--- config.mk ---
export PLATFORM = sky130hd
export DESIGN_NAME = dma_channel_config_regs
export DESIGN_NICKNAME = d
export VERILOG_FILES = /design/src/chan_cfg_pkg.sv /design/src/dma_channel_config_regs.sv
export VERILOG_INCLUDE_DIRS = /design/src
export SDC_FILE = /design/constraint.sdc
export NUM_CORES = 1
export LEC_CHECK = 0
export ABC_AREA = 1
export BUFFER_PORTS_ARGS = -buffer_cell sky130_fd_sc_hd__buf_2
export CORE_MARGIN = 8
export CORE_UTILIZATION = 62
export DETAILED_ROUTE_END_ITERATION = 6
export PLACE_DENSITY_LB_ADDON = 0.25
export SYNTH_ARGS = -nofsm -noshare
export SYNTH_HDL_FRONTEND = slang
export SYNTH_SLANG_ARGS = --single-unit
export TNS_END_PERCENT = 100
--- constraint.sdc ---
create_clock -name clock -period 3.1 [get_ports clock]
set_input_delay 0.31 -clock clock [delete_from_list [all_inputs] [get_ports clock]]
set_output_delay 0.31 -clock clock [all_outputs]
set_load 0.01 [all_outputs]
--- src/chan_cfg_consts.svh ---
// Offsets, field positions, reset values and timing counts of the channel
// configuration block. Assumes byte-wide registers on an 8-bit offset.
`ifndef CHAN_CFG_CONSTS_SVH
`define CHAN_CFG_CONSTS_SVH

// ==========================================================================
// Register offsets
`define DEV_CTRL_OFS 8'h04
`define OP_CTRL_OFS 8'h05
`define MEM_QUAL_OFS 8'h29
`define DEV_QUAL_OFS 8'h31
`define RELOAD_QUAL_OFS 8'h39

// ==========================================================================
// Field positions
`define QUAL_PRIV_BIT 2
`define QUAL_WIDTH_BIT 1
`define QUAL_PROG_BIT 0
`define XRM_HI 7
`define XRM_LO 6
`define DKIND_HI 5
`define DKIND_LO 4
`define DPW_BIT 3
`define PLF_HI 1
`define PLF_LO 0
`define DIR_BIT 7
`define OPSIZE_HI 5
`define OPSIZE_LO 4
`define CHAIN_HI 3
`define CHAIN_LO 2
`define REQUEST_GENERATION_HI 1
`define REQUEST_GENERATION_LO 0

// ==========================================================================
// Reset values
`define DEV_CTRL_RST 8'h00
`define OP_CTRL_RST 8'h00
`define QUAL_RST 3'h0
`define JUMPER_RST 3'h0

// ==========================================================================
// Timing: the start pulse is an eighth of a controller clock, so it is
// stretched to the shortest pulse this clock can make.
`define START_PULSE_CYC 1

`endif

--- src/chan_cfg_pkg.sv ---
// Types shared by the channel configuration block.
// Assumes the constants header is compiled alongside.
package chan_cfg_pkg;

	// ======================================================================
	// Encodings
	typedef enum logic [1:0] {XRM_BURST = 2'h0, XRM_RSVD = 2'h1,
		XRM_STEAL = 2'h2, XRM_STEAL_HOLD = 2'h3} req_mode_t;
	typedef enum logic [1:0] {PLF_STATUS = 2'h0, PLF_STATUS_IRQ = 2'h1,
		PLF_START_OUT = 2'h2, PLF_ABORT_IN = 2'h3} line_func_t;
	typedef enum logic [1:0] {OPS_BYTE = 2'h0, OPS_WORD = 2'h1,
		OPS_LONG = 2'h2, OPS_RSVD = 2'h3} op_size_t;
	typedef enum logic [1:0] {CHN_NONE = 2'h0, CHN_RSVD = 2'h1,
		CHN_ARRAY = 2'h2, CHN_LINKED = 2'h3} chain_t;
	typedef enum logic [1:0] {PTR_MEMORY = 2'h0, PTR_DEVICE = 2'h1,
		PTR_RELOAD = 2'h2, PTR_NONE = 2'h3} ptr_sel_t;
	typedef enum {ST_IDLE, ST_FETCH, ST_XFER} chan_state_t;

endpackage

--- src/dma_channel_config_regs.sv ---
// Configuration registers of one DMA channel, the qualifier and address
// modifier outputs, the peripheral line, start sequencing and data FIFO.
// Assumes a byte-wide register port and a transfer engine that handshakes
// table fetches and transfer completion.
`timescale 1ns/1ps
`include "chan_cfg_consts.svh"

// ==========================================================================
// Three-stage input synchroniser; output moves when stages two and three
// agree, which filters a single-cycle glitch.
module sync3 #(
	parameter int W = 1
) (
	input wire logic clock,
	input wire logic nrst,
	input wire logic [W-1:0] pin,
	output logic [W-1:0] level
);
	logic [W-1:0] s1;
	logic [W-1:0] s2;
	logic [W-1:0] s3;
	always_ff @(posedge clock or negedge nrst) begin
		if (!nrst) begin
			s1 <= '0;
			s2 <= '0;
			s3 <= '0;
			level <= '0;
		end else begin
			s1 <= pin;
			s2 <= s1;
			s3 <= s2;
			level <= (s2 == s3) ? s3 : level;
		end
	end
endmodule // sync3

// ==========================================================================
// Flip-flop FIFO with valid/ready on both sides.
module data_fifo #(
	parameter int WIDTH = 16,
	parameter int DEPTH = 8
) (
	input wire logic clock,
	input wire logic nrst,
	input wire logic in_valid,
	output logic in_ready,
	input wire logic [WIDTH-1:0] in_data,
	output logic out_valid,
	input wire logic out_ready,
	output logic [WIDTH-1:0] out_data
);
	localparam int AW = $clog2(DEPTH);
	logic [WIDTH-1:0] mem [DEPTH];
	logic [AW-1:0] wr_ptr;
	logic [AW-1:0] rd_ptr;
	logic [AW:0] count;
	wire push = in_valid && in_ready;
	wire pop = out_valid && out_ready;
	assign in_ready = (count != (AW+1)'(DEPTH));
	assign out_valid = (count != '0);
	assign out_data = mem[rd_ptr];
	always_ff @(posedge clock or negedge nrst) begin
		if (!nrst) begin
			wr_ptr <= '0;
			rd_ptr <= '0;
			count <= '0;
		end else begin
			wr_ptr <= push ? wr_ptr + 1'b1 : wr_ptr;
			rd_ptr <= pop ? rd_ptr + 1'b1 : rd_ptr;
			count <= count + (AW+1)'(push) - (AW+1)'(pop);
		end
	end
	always_ff @(posedge clock) begin
		if (push) begin
			mem[wr_ptr] <= in_data;
		end
	end
endmodule // data_fifo

// ==========================================================================
module dma_channel_config_regs (
	input wire logic clock,
	input wire logic nrst,
	input wire logic [7:0] reg_addr,
	input wire logic [7:0] reg_wdata,
	input wire logic reg_we,
	input wire logic reg_re,
	output logic [7:0] reg_rdata,
	output logic reg_rvalid,
	input wire logic [2:0] jumper_pins,
	input wire logic ptr_drive,
	input wire logic [1:0] ptr_sel,
	output logic [2:0] fc_out,
	output logic [5:0] am_code,
	output logic supervisor_cycle,
	output logic std24_cycle,
	output logic program_space,
	output logic [1:0] external_request_mode,
	output logic [1:0] device_kind_select,
	output logic device_port_width,
	output logic [1:0] peripheral_line_function,
	output logic xfer_dir_to_mem,
	output logic [1:0] operand_size,
	output logic [1:0] chain_mode,
	output logic [1:0] request_generation,
	output logic flyby_mode,
	input wire logic periph_in_n,
	output logic periph_out_n,
	output logic periph_oe_n,
	output logic peripheral_line_state,
	output logic periph_irq,
	output logic periph_abort,
	input wire logic ext_req_n,
	input wire logic start_req,
	output logic start_refused,
	output logic config_error,
	output logic fetch_req,
	input wire logic fetch_done,
	output logic xfer_active,
	input wire logic xfer_done,
	output logic operand_req,
	input wire logic dev_valid,
	output logic dev_ready,
	input wire logic [15:0] dev_data,
	output logic mem_valid,
	input wire logic mem_ready,
	output logic [15:0] mem_data
);
	// ======================================================================
	// Register storage
	logic [7:0] device_control;
	logic [7:0] operation_control;
	logic [2:0] memory_space_qualifier;
	logic [2:0] device_space_qualifier;
	logic [2:0] reload_space_qualifier;
	chan_cfg_pkg::chan_state_t state;
	chan_cfg_pkg::chan_state_t next_state;
	logic [2:0] jumpers;
	logic line_level_n;
	logic line_prev_n;
	logic line_active;
	logic ext_req_sync;
	logic first_done;
	logic [7:0] next_rdata;

	sync3 #(.W(5)) pin_sync (
		.clock(clock),
		.nrst(nrst),
		.pin({jumper_pins, !periph_in_n, !ext_req_n}),
		.level({jumpers, line_active, ext_req_sync})
	);
	// Active-low pins are inverted ahead of the synchroniser so its reset
	// state matches their idle level; otherwise reset release would look
	// like a line fall and a pending external request.
	assign line_level_n = !line_active;

	// ======================================================================
	// Decode
	wire wr_dev = reg_we && (reg_addr == `DEV_CTRL_OFS);
	wire wr_op = reg_we && (reg_addr == `OP_CTRL_OFS);
	wire wr_mq = reg_we && (reg_addr == `MEM_QUAL_OFS);
	wire wr_dq = reg_we && (reg_addr == `DEV_QUAL_OFS);
	wire wr_rq = reg_we && (reg_addr == `RELOAD_QUAL_OFS);

	assign external_request_mode = device_control[`XRM_HI:`XRM_LO];
	assign device_kind_select = device_control[`DKIND_HI:`DKIND_LO];
	assign device_port_width = device_control[`DPW_BIT];
	assign peripheral_line_function = device_control[`PLF_HI:`PLF_LO];
	assign xfer_dir_to_mem = operation_control[`DIR_BIT];
	assign operand_size = operation_control[`OPSIZE_HI:`OPSIZE_LO];
	assign chain_mode = operation_control[`CHAIN_HI:`CHAIN_LO];
	assign request_generation = operation_control[`REQUEST_GENERATION_HI:`REQUEST_GENERATION_LO];
	// Both acknowledge-style kinds are addressed by acknowledge alone.
	assign flyby_mode = device_kind_select[1];

	// Reserved codes stop a start rather than run an undefined transfer.
	assign config_error =
		(external_request_mode == chan_cfg_pkg::XRM_RSVD) ||
		(operand_size == chan_cfg_pkg::OPS_RSVD) ||
		(chain_mode == chan_cfg_pkg::CHN_RSVD);

	wire start_ok = start_req && !config_error &&
		(state == chan_cfg_pkg::ST_IDLE);
	wire chained = (chain_mode != chan_cfg_pkg::CHN_NONE);

	// ======================================================================
	// Qualifier selection and address modifier
	wire [2:0] sel_qual =
		(ptr_sel == chan_cfg_pkg::PTR_MEMORY) ? memory_space_qualifier :
		(ptr_sel == chan_cfg_pkg::PTR_DEVICE) ? device_space_qualifier :
		(ptr_sel == chan_cfg_pkg::PTR_RELOAD) ? reload_space_qualifier :
		`QUAL_RST;
	assign am_code = {jumpers, fc_out};
	assign supervisor_cycle = fc_out[`QUAL_PRIV_BIT];
	assign std24_cycle = fc_out[`QUAL_WIDTH_BIT];
	assign program_space = fc_out[`QUAL_PROG_BIT];

	// ======================================================================
	// Register reads; qualifier don't-care bits read as zero.
	always_comb begin
		case (reg_addr)
			`DEV_CTRL_OFS: next_rdata = device_control;
			`OP_CTRL_OFS: next_rdata = operation_control;
			`MEM_QUAL_OFS: next_rdata = {5'h00, memory_space_qualifier};
			`DEV_QUAL_OFS: next_rdata = {5'h00, device_space_qualifier};
			`RELOAD_QUAL_OFS: next_rdata = {5'h00, reload_space_qualifier};
			default: next_rdata = 8'h00;
		endcase
	end

	always_ff @(posedge clock or negedge nrst) begin
		if (!nrst) begin
			reg_rdata <= 8'h00;
			reg_rvalid <= 1'b0;
		end else begin
			reg_rdata <= reg_re ? next_rdata : reg_rdata;
			reg_rvalid <= reg_re;
		end
	end

	always_ff @(posedge clock or negedge nrst) begin
		if (!nrst) begin
			device_control <= `DEV_CTRL_RST;
			operation_control <= `OP_CTRL_RST;
			memory_space_qualifier <= `QUAL_RST;
			device_space_qualifier <= `QUAL_RST;
			reload_space_qualifier <= `QUAL_RST;
		end else begin
			device_control <= wr_dev ? reg_wdata : device_control;
			operation_control <= wr_op ? reg_wdata : operation_control;
			memory_space_qualifier <= wr_mq ? reg_wdata[2:0] :
				memory_space_qualifier;
			device_space_qualifier <= wr_dq ? reg_wdata[2:0] :
				device_space_qualifier;
			reload_space_qualifier <= wr_rq ? reg_wdata[2:0] :
				reload_space_qualifier;
		end
	end

	// Qualifier is held while no pointer is driven.
	always_ff @(posedge clock or negedge nrst) begin
		if (!nrst) begin
			fc_out <= `QUAL_RST;
		end else begin
			fc_out <= ptr_drive ? sel_qual : fc_out;
		end
	end

	// ======================================================================
	// Peripheral line
	wire line_fall = line_prev_n && !line_level_n;
	wire pl_status = (peripheral_line_function == chan_cfg_pkg::PLF_STATUS) ||
		(peripheral_line_function == chan_cfg_pkg::PLF_STATUS_IRQ);
	always_ff @(posedge clock or negedge nrst) begin
		if (!nrst) begin
			line_prev_n <= 1'b1;
			peripheral_line_state <= 1'b0;
			periph_irq <= 1'b0;
			periph_abort <= 1'b0;
			periph_out_n <= 1'b1;
			periph_oe_n <= 1'b1;
		end else begin
			line_prev_n <= line_level_n;
			peripheral_line_state <= pl_status ? line_level_n :
				peripheral_line_state;
			periph_irq <= line_fall && (peripheral_line_function ==
				chan_cfg_pkg::PLF_STATUS_IRQ);
			periph_abort <= line_fall && (peripheral_line_function ==
				chan_cfg_pkg::PLF_ABORT_IN);
			periph_out_n <= !(start_ok && (peripheral_line_function ==
				chan_cfg_pkg::PLF_START_OUT));
			periph_oe_n <= (peripheral_line_function !=
				chan_cfg_pkg::PLF_START_OUT);
		end
	end

	// ======================================================================
	// Start sequencing; a chained start fetches the block address first.
	always_comb begin
		next_state = state;
		case (state)
			chan_cfg_pkg::ST_IDLE: begin
				if (start_ok) begin
					next_state = chained ? chan_cfg_pkg::ST_FETCH :
						chan_cfg_pkg::ST_XFER;
				end
			end
			chan_cfg_pkg::ST_FETCH: begin
				if (periph_abort) begin
					next_state = chan_cfg_pkg::ST_IDLE;
				end else if (fetch_done) begin
					next_state = chan_cfg_pkg::ST_XFER;
				end
			end
			chan_cfg_pkg::ST_XFER: begin
				if (periph_abort || xfer_done) begin
					next_state = chan_cfg_pkg::ST_IDLE;
				end
			end
			default: next_state = chan_cfg_pkg::ST_IDLE;
		endcase
	end

	always_ff @(posedge clock or negedge nrst) begin
		if (!nrst) begin
			state <= chan_cfg_pkg::ST_IDLE;
			start_refused <= 1'b0;
			first_done <= 1'b0;
		end else begin
			state <= next_state;
			start_refused <= start_req && config_error;
			first_done <= (state == chan_cfg_pkg::ST_XFER) &&
				(operand_req || first_done);
		end
	end

	assign fetch_req = (state == chan_cfg_pkg::ST_FETCH);
	assign xfer_active = (state == chan_cfg_pkg::ST_XFER);

	// Operand requests: external modes wait on the line; the mixed mode
	// issues the first one itself. Only the FIFO's room gates auto rates,
	// the global rate limit is applied by the transfer engine.
	wire ext_req = ext_req_sync;
	wire req_by_mode =
		(request_generation == 2'h2) ? ext_req :
		(request_generation == 2'h3) ? (!first_done || ext_req) :
		1'b1;
	assign operand_req = xfer_active && req_by_mode && dev_ready;

	// ======================================================================
	// Device-to-memory data buffer; a full buffer stalls the device side.
	wire fifo_in_ready;
	assign dev_ready = fifo_in_ready && xfer_active;
	data_fifo #(.WIDTH(16), .DEPTH(8)) xfer_fifo (
		.clock(clock),
		.nrst(nrst),
		.in_valid(dev_valid && xfer_active),
		.in_ready(fifo_in_ready),
		.in_data(dev_data),
		.out_valid(mem_valid),
		.out_ready(mem_ready),
		.out_data(mem_data)
	);
endmodule // dma_channel_config_regs

==> impl_metrics.xml <==
<?xml version="1.0" encoding="UTF-8"?>
<metrics>
  <group name="global_routing">
    <metric name="grt_pass1_vias" unit="">6004</metric>
    <metric name="all_layer_gr_usage" unit="%">20.6</metric>
    <metric name="number_of_antenna_violations_at_the_first_check_in_global_routing" unit="">1</metric>
    <metric name="grt_remaining_overflow" unit="">0</metric>
    <metric name="grt_pass1_wl" unit="um">29700</metric>
    <metric name="grt_start_max_net_pins" unit="">78</metric>
  </group>
  <group name="synthesis">
    <metric name="synthesized_netlist_cell_count" unit="">767</metric>
    <metric name="synth_enable_flop_cells" unit="">128</metric>
    <metric name="synth_largest_type_area_fraction" unit="%">44.4</metric>
    <metric name="syn_area_per_cell" unit="um2">11.3</metric>
    <metric name="netlist_top_cells_count" unit="">sky130_fd_sc_hd__nand2_1 (154), sky130_fd_sc_hd__edfxtp_1 (128), sky130_fd_sc_hd__nor2_1 (88), sky130_fd_sc_hd__o21ai_0 (79), sky130_fd_sc_hd__dfrtp_1 (74)</metric>
    <metric name="synth_area" unit="um2">8650</metric>
    <metric name="ys.warnings.count" unit="">0</metric>
    <metric name="synth_most_common_cell" unit="">sky130_fd_sc_hd__nand2_1</metric>
    <metric name="synth.lib_cells_used.distinct" unit="">36</metric>
    <metric name="synth_compound_gate_area_share" unit="%">8.03</metric>
    <metric name="post_synth_main_area_contributors" unit="">sky130_fd_sc_hd__edfxtp_1 (44%), sky130_fd_sc_hd__dfrtp_1 (21%), sky130_fd_sc_hd__nand2_1 (6.7%)</metric>
    <metric name="most_frequently_used_flop_master_after_synthesis" unit="">sky130_fd_sc_hd__edfxtp_1</metric>
    <metric name="netlist.top_cell.by_area" unit="">sky130_fd_sc_hd__edfxtp_1</metric>
    <metric name="ys_async_sr_fraction" unit="%">37.6</metric>
    <metric name="share_of_the_synthesized_netlist_area_taken_by_xor_and_xnor_gates" unit="%">0.810</metric>
    <metric name="yosys.area_share.adder" unit="%">1.39</metric>
    <metric name="largest_family_of_logic_cells_by_synthesized_area" unit="">simple AND/OR/NAND/NOR gates</metric>
    <metric name="postSynthNetCount" unit="">825</metric>
    <metric name="synth_seq_area_share" unit="%">66.8</metric>
    <metric name="synth_seq_cells" unit="">205</metric>
    <metric name="mux_contribution_to_synthesized_area" unit="%">1.85</metric>
    <metric name="synth-simple-area-share" unit="%">15.1</metric>
  </group>
  <group name="cts">
    <metric name="cts_buffer_depth" unit="">3</metric>
    <metric name="tritoncts_clock_tree" unit="">done</metric>
    <metric name="reg_clk_slew_reported_paths" unit="ns">0.06</metric>
    <metric name="tritoncts.num_buffers" unit="">21</metric>
    <metric name="cts_htree_levels" unit="">1</metric>
    <metric name="holdBufCountCts" unit="">6</metric>
    <metric name="postCtsSetupRepairBufs" unit="">0</metric>
    <metric name="clock_net_sink_count" unit="">205</metric>
    <metric name="clk-insertion-delay-late" unit="ns">0.50</metric>
    <metric name="cts-root-buf" unit="">sky130_fd_sc_hd__clkbuf_16</metric>
    <metric name="cts-resized-gates" unit="">0</metric>
  </group>
  <group name="worst_setup_path">
    <metric name="critPathKind" unit="">reg2out</metric>
    <metric name="cp_cell_sequence" unit="">buf_4, o21ai_0, o21ai_0, nand2_1, nand2_1, buf_2</metric>
    <metric name="cp_slowest_stage_delay" unit="ns">0.59</metric>
    <metric name="critPathMaxFanout" unit="">65</metric>
    <metric name="critical_path.endpoint_type" unit="">primary output</metric>
    <metric name="critical-path-slowest-cell" unit="">sky130_fd_sc_hd__buf_4</metric>
    <metric name="worst_ep_required_time" unit="ns">2.79</metric>
    <metric name="cp_data_arrival_time" unit="ns">2.29</metric>
    <metric name="timing.critical_path.max_delay_family" unit="">buffers and inverters</metric>
    <metric name="critical_path.n_buffers_inverters" unit="">2</metric>
    <metric name="worst_setup_path_start_kind" unit="">flip-flop</metric>
  </group>
  <group name="final_layout">
    <metric name="area_delta_synth_final" unit="%">15.4</metric>
    <metric name="final_cells" unit="">1073</metric>
    <metric name="layout.nets" unit="">936</metric>
    <metric name="fillCellCount" unit="">972</metric>
    <metric name="antennaDiodeCount" unit="">0</metric>
    <metric name="final_layout_size_suffix_gt1_share" unit="%">21.4</metric>
    <metric name="post-route-util" unit="%">72.5</metric>
  </group>
  <group name="die">
    <metric name="rows" unit="">43</metric>
    <metric name="design.core.area" unit="um2">13800</metric>
    <metric name="die_w" unit="um">134</metric>
    <metric name="io-pin-count" unit="">113</metric>
    <metric name="floorplan.initialDensity" unit="%">62.8</metric>
    <metric name="die-area" unit="um2">18000</metric>
    <metric name="floorplan.die.height" unit="um">134</metric>
  </group>
  <group name="placed_design">
    <metric name="place.port_buffers" unit="">112</metric>
    <metric name="dpl.hpwl" unit="um">12000</metric>
    <metric name="dp.cells" unit="">1029</metric>
    <metric name="routability_cong" unit="">0.855</metric>
  </group>
  <group name="timing">
    <metric name="drv_slew" unit="">0</metric>
    <metric name="timing.slew.headroom" unit="%">36.6</metric>
    <metric name="rsz_0062_raised_after_global_routing" unit="">no</metric>
    <metric name="worst_clock_skew" unit="ns">0.00948</metric>
    <metric name="setup-tns-final" unit="ns">0</metric>
    <metric name="post-route-period-util" unit="%">84.0</metric>
    <metric name="final_period_demand_of_the_worst_path" unit="ns">2.60</metric>
    <metric name="maxClockFrequency" unit="MHz">384</metric>
    <metric name="timing.final.hold_violations" unit="">0</metric>
    <metric name="worst_slew_pin_slew" unit="ns">0.951</metric>
    <metric name="setup_viol_count_final" unit="">0</metric>
  </group>
  <group name="drt">
    <metric name="routed_wl" unit="um">18300</metric>
    <metric name="drt_pass_1_iters" unit="">4</metric>
    <metric name="dr_total_vias" unit="">5864</metric>
    <metric name="drt_drc_violations_left" unit="">0</metric>
    <metric name="ratio_of_routed_vias_to_standard_cells" unit="">5.47</metric>
    <metric name="post_drt_wl_per_cell" unit="um">17.1</metric>
    <metric name="dr.first_iter.drc_count" unit="">343</metric>
    <metric name="postRouteAntennaNets" unit="">0</metric>
  </group>
  <group name="outcome">
    <metric name="outcome" unit="">finished clean</metric>
  </group>
  <group name="run">
    <metric name="max_cap_viol_count" unit="">0</metric>
  </group>
  <group name="power_and_ir_drop">
    <metric name="leakagePower" unit="nW">4.36</metric>
    <metric name="total_design_power" unit="mW">7.91</metric>
    <metric name="vdd_drop_max" unit="V">0.000528</metric>
    <metric name="cellPowerDensity" unit="nW/um2">793</metric>
  </group>
  <group name="hold_path">
    <metric name="min-delay-path-class" unit="">in2reg</metric>
  </group>
</metrics>
==> metal layers <==
metal / vias to the layer above / wire length [um] / GRT usage (%)
met1: 2811 / 7710 / 27.0
met4: 2 / 333 / 6.36
li1: 2803 / - / -
met3: 29 / 1510 / 4.79
met5: - / 9 / 0
met2: 219 / 8750 / 33.6
==> area by class of cell <==
class	count	area (um2)	area share, %
clock buffers	31	621	6.22
repair buffers	132	741	7.42
multi-input cells	457	2350	23.5
inverters	61	229	2.29
flip-flops and latches	205	5780	57.9
clock inverters	7	41.3	0.414
well taps	180	225	2.26
==> final timing paths <==
kind	depth (start not counted)	from	endpoint	slack, ns
max	6	xfer_fifo.rd_ptr[0]	mem_data[2]	0.50
min	3	start_req	start_refused	0.02
max reg2reg	8	xfer_fifo.count[2]	xfer_fifo.mem[4][7]	0.89
min reg2reg	0	pin_sync.s1[0]	pin_sync.s2[0]	0.35
max in group asynchronous	2	nrst	xfer_fifo.rd_ptr[0]	1.93
min in group asynchronous	2	nrst	device_space_qualifier[1]	0.47
==> report_power, final <==
part	leakage [nW]	switching [mW]	total [mW]	internal (mW)
sequential	2.06	0.147	3.27	3.13
clock	0.325	0.989	2.38	1.39
combinational	1.98	1.45	2.26	0.810
==> through the flow <==
stage / area, um2 / setup WS (ns) / hold WS (ns)
3_3_place_gp: 9260 / 0.887 / 0.331
6_report: 9980 / 0.497 / 0.0235
5_1_grt: 9980 / 0.271 / 0.0442
2_1_floorplan: 8650 / 1.01 / 0.0144
4_1_cts: 9980 / 0.502 / 0.00614
3_5_place_dp: 9260 / 0.859 / 0.337
==> registers in the layout, summed over array words and instances (netlist names), 4 cells and up <==
name,flops
pin_sync.level,5
device_control,8
pin_sync.s3,5
pin_sync.s2,5
xfer_fifo.count,4
pin_sync.s1,5
operation_control,8
xfer_fifo.mem,128
reg_rdata,8
==> worst reg2reg max path, delay by kind of cell, from the launching register on <==
kind | cells | cell delay, ns
flops | 1 | 0.32
fa+ha+maj | 1 | 0.19
simple gates | 5 | 1.21
buf+inv | 2 | 0.11
==> placed cells by master (no fill, tap or decap), drive strengths merged, types with 3 or more instances in the layout <==
cell,instances
a41oi,3
dfrtp,74
nand3,24
xnor2,4
xor2,4
ha,8
clkbuf,31
dlygate4sd3,6
edfxtp,128
dfstp,3
a21oi,5
buf,126
nor2,101
nand2,161
clkinv,5
inv,62
mux2i,16
o22ai,22
o21ai,101
==> cells by family after synthesis <==
family | after synthesis
mux | 16
fa+ha+maj | 9
flops | 205
buf+inv | 105
compound gates | 131
xor+xnor | 8
simple gates | 293
Note: power is estimated with default switching activity, not from simulation.
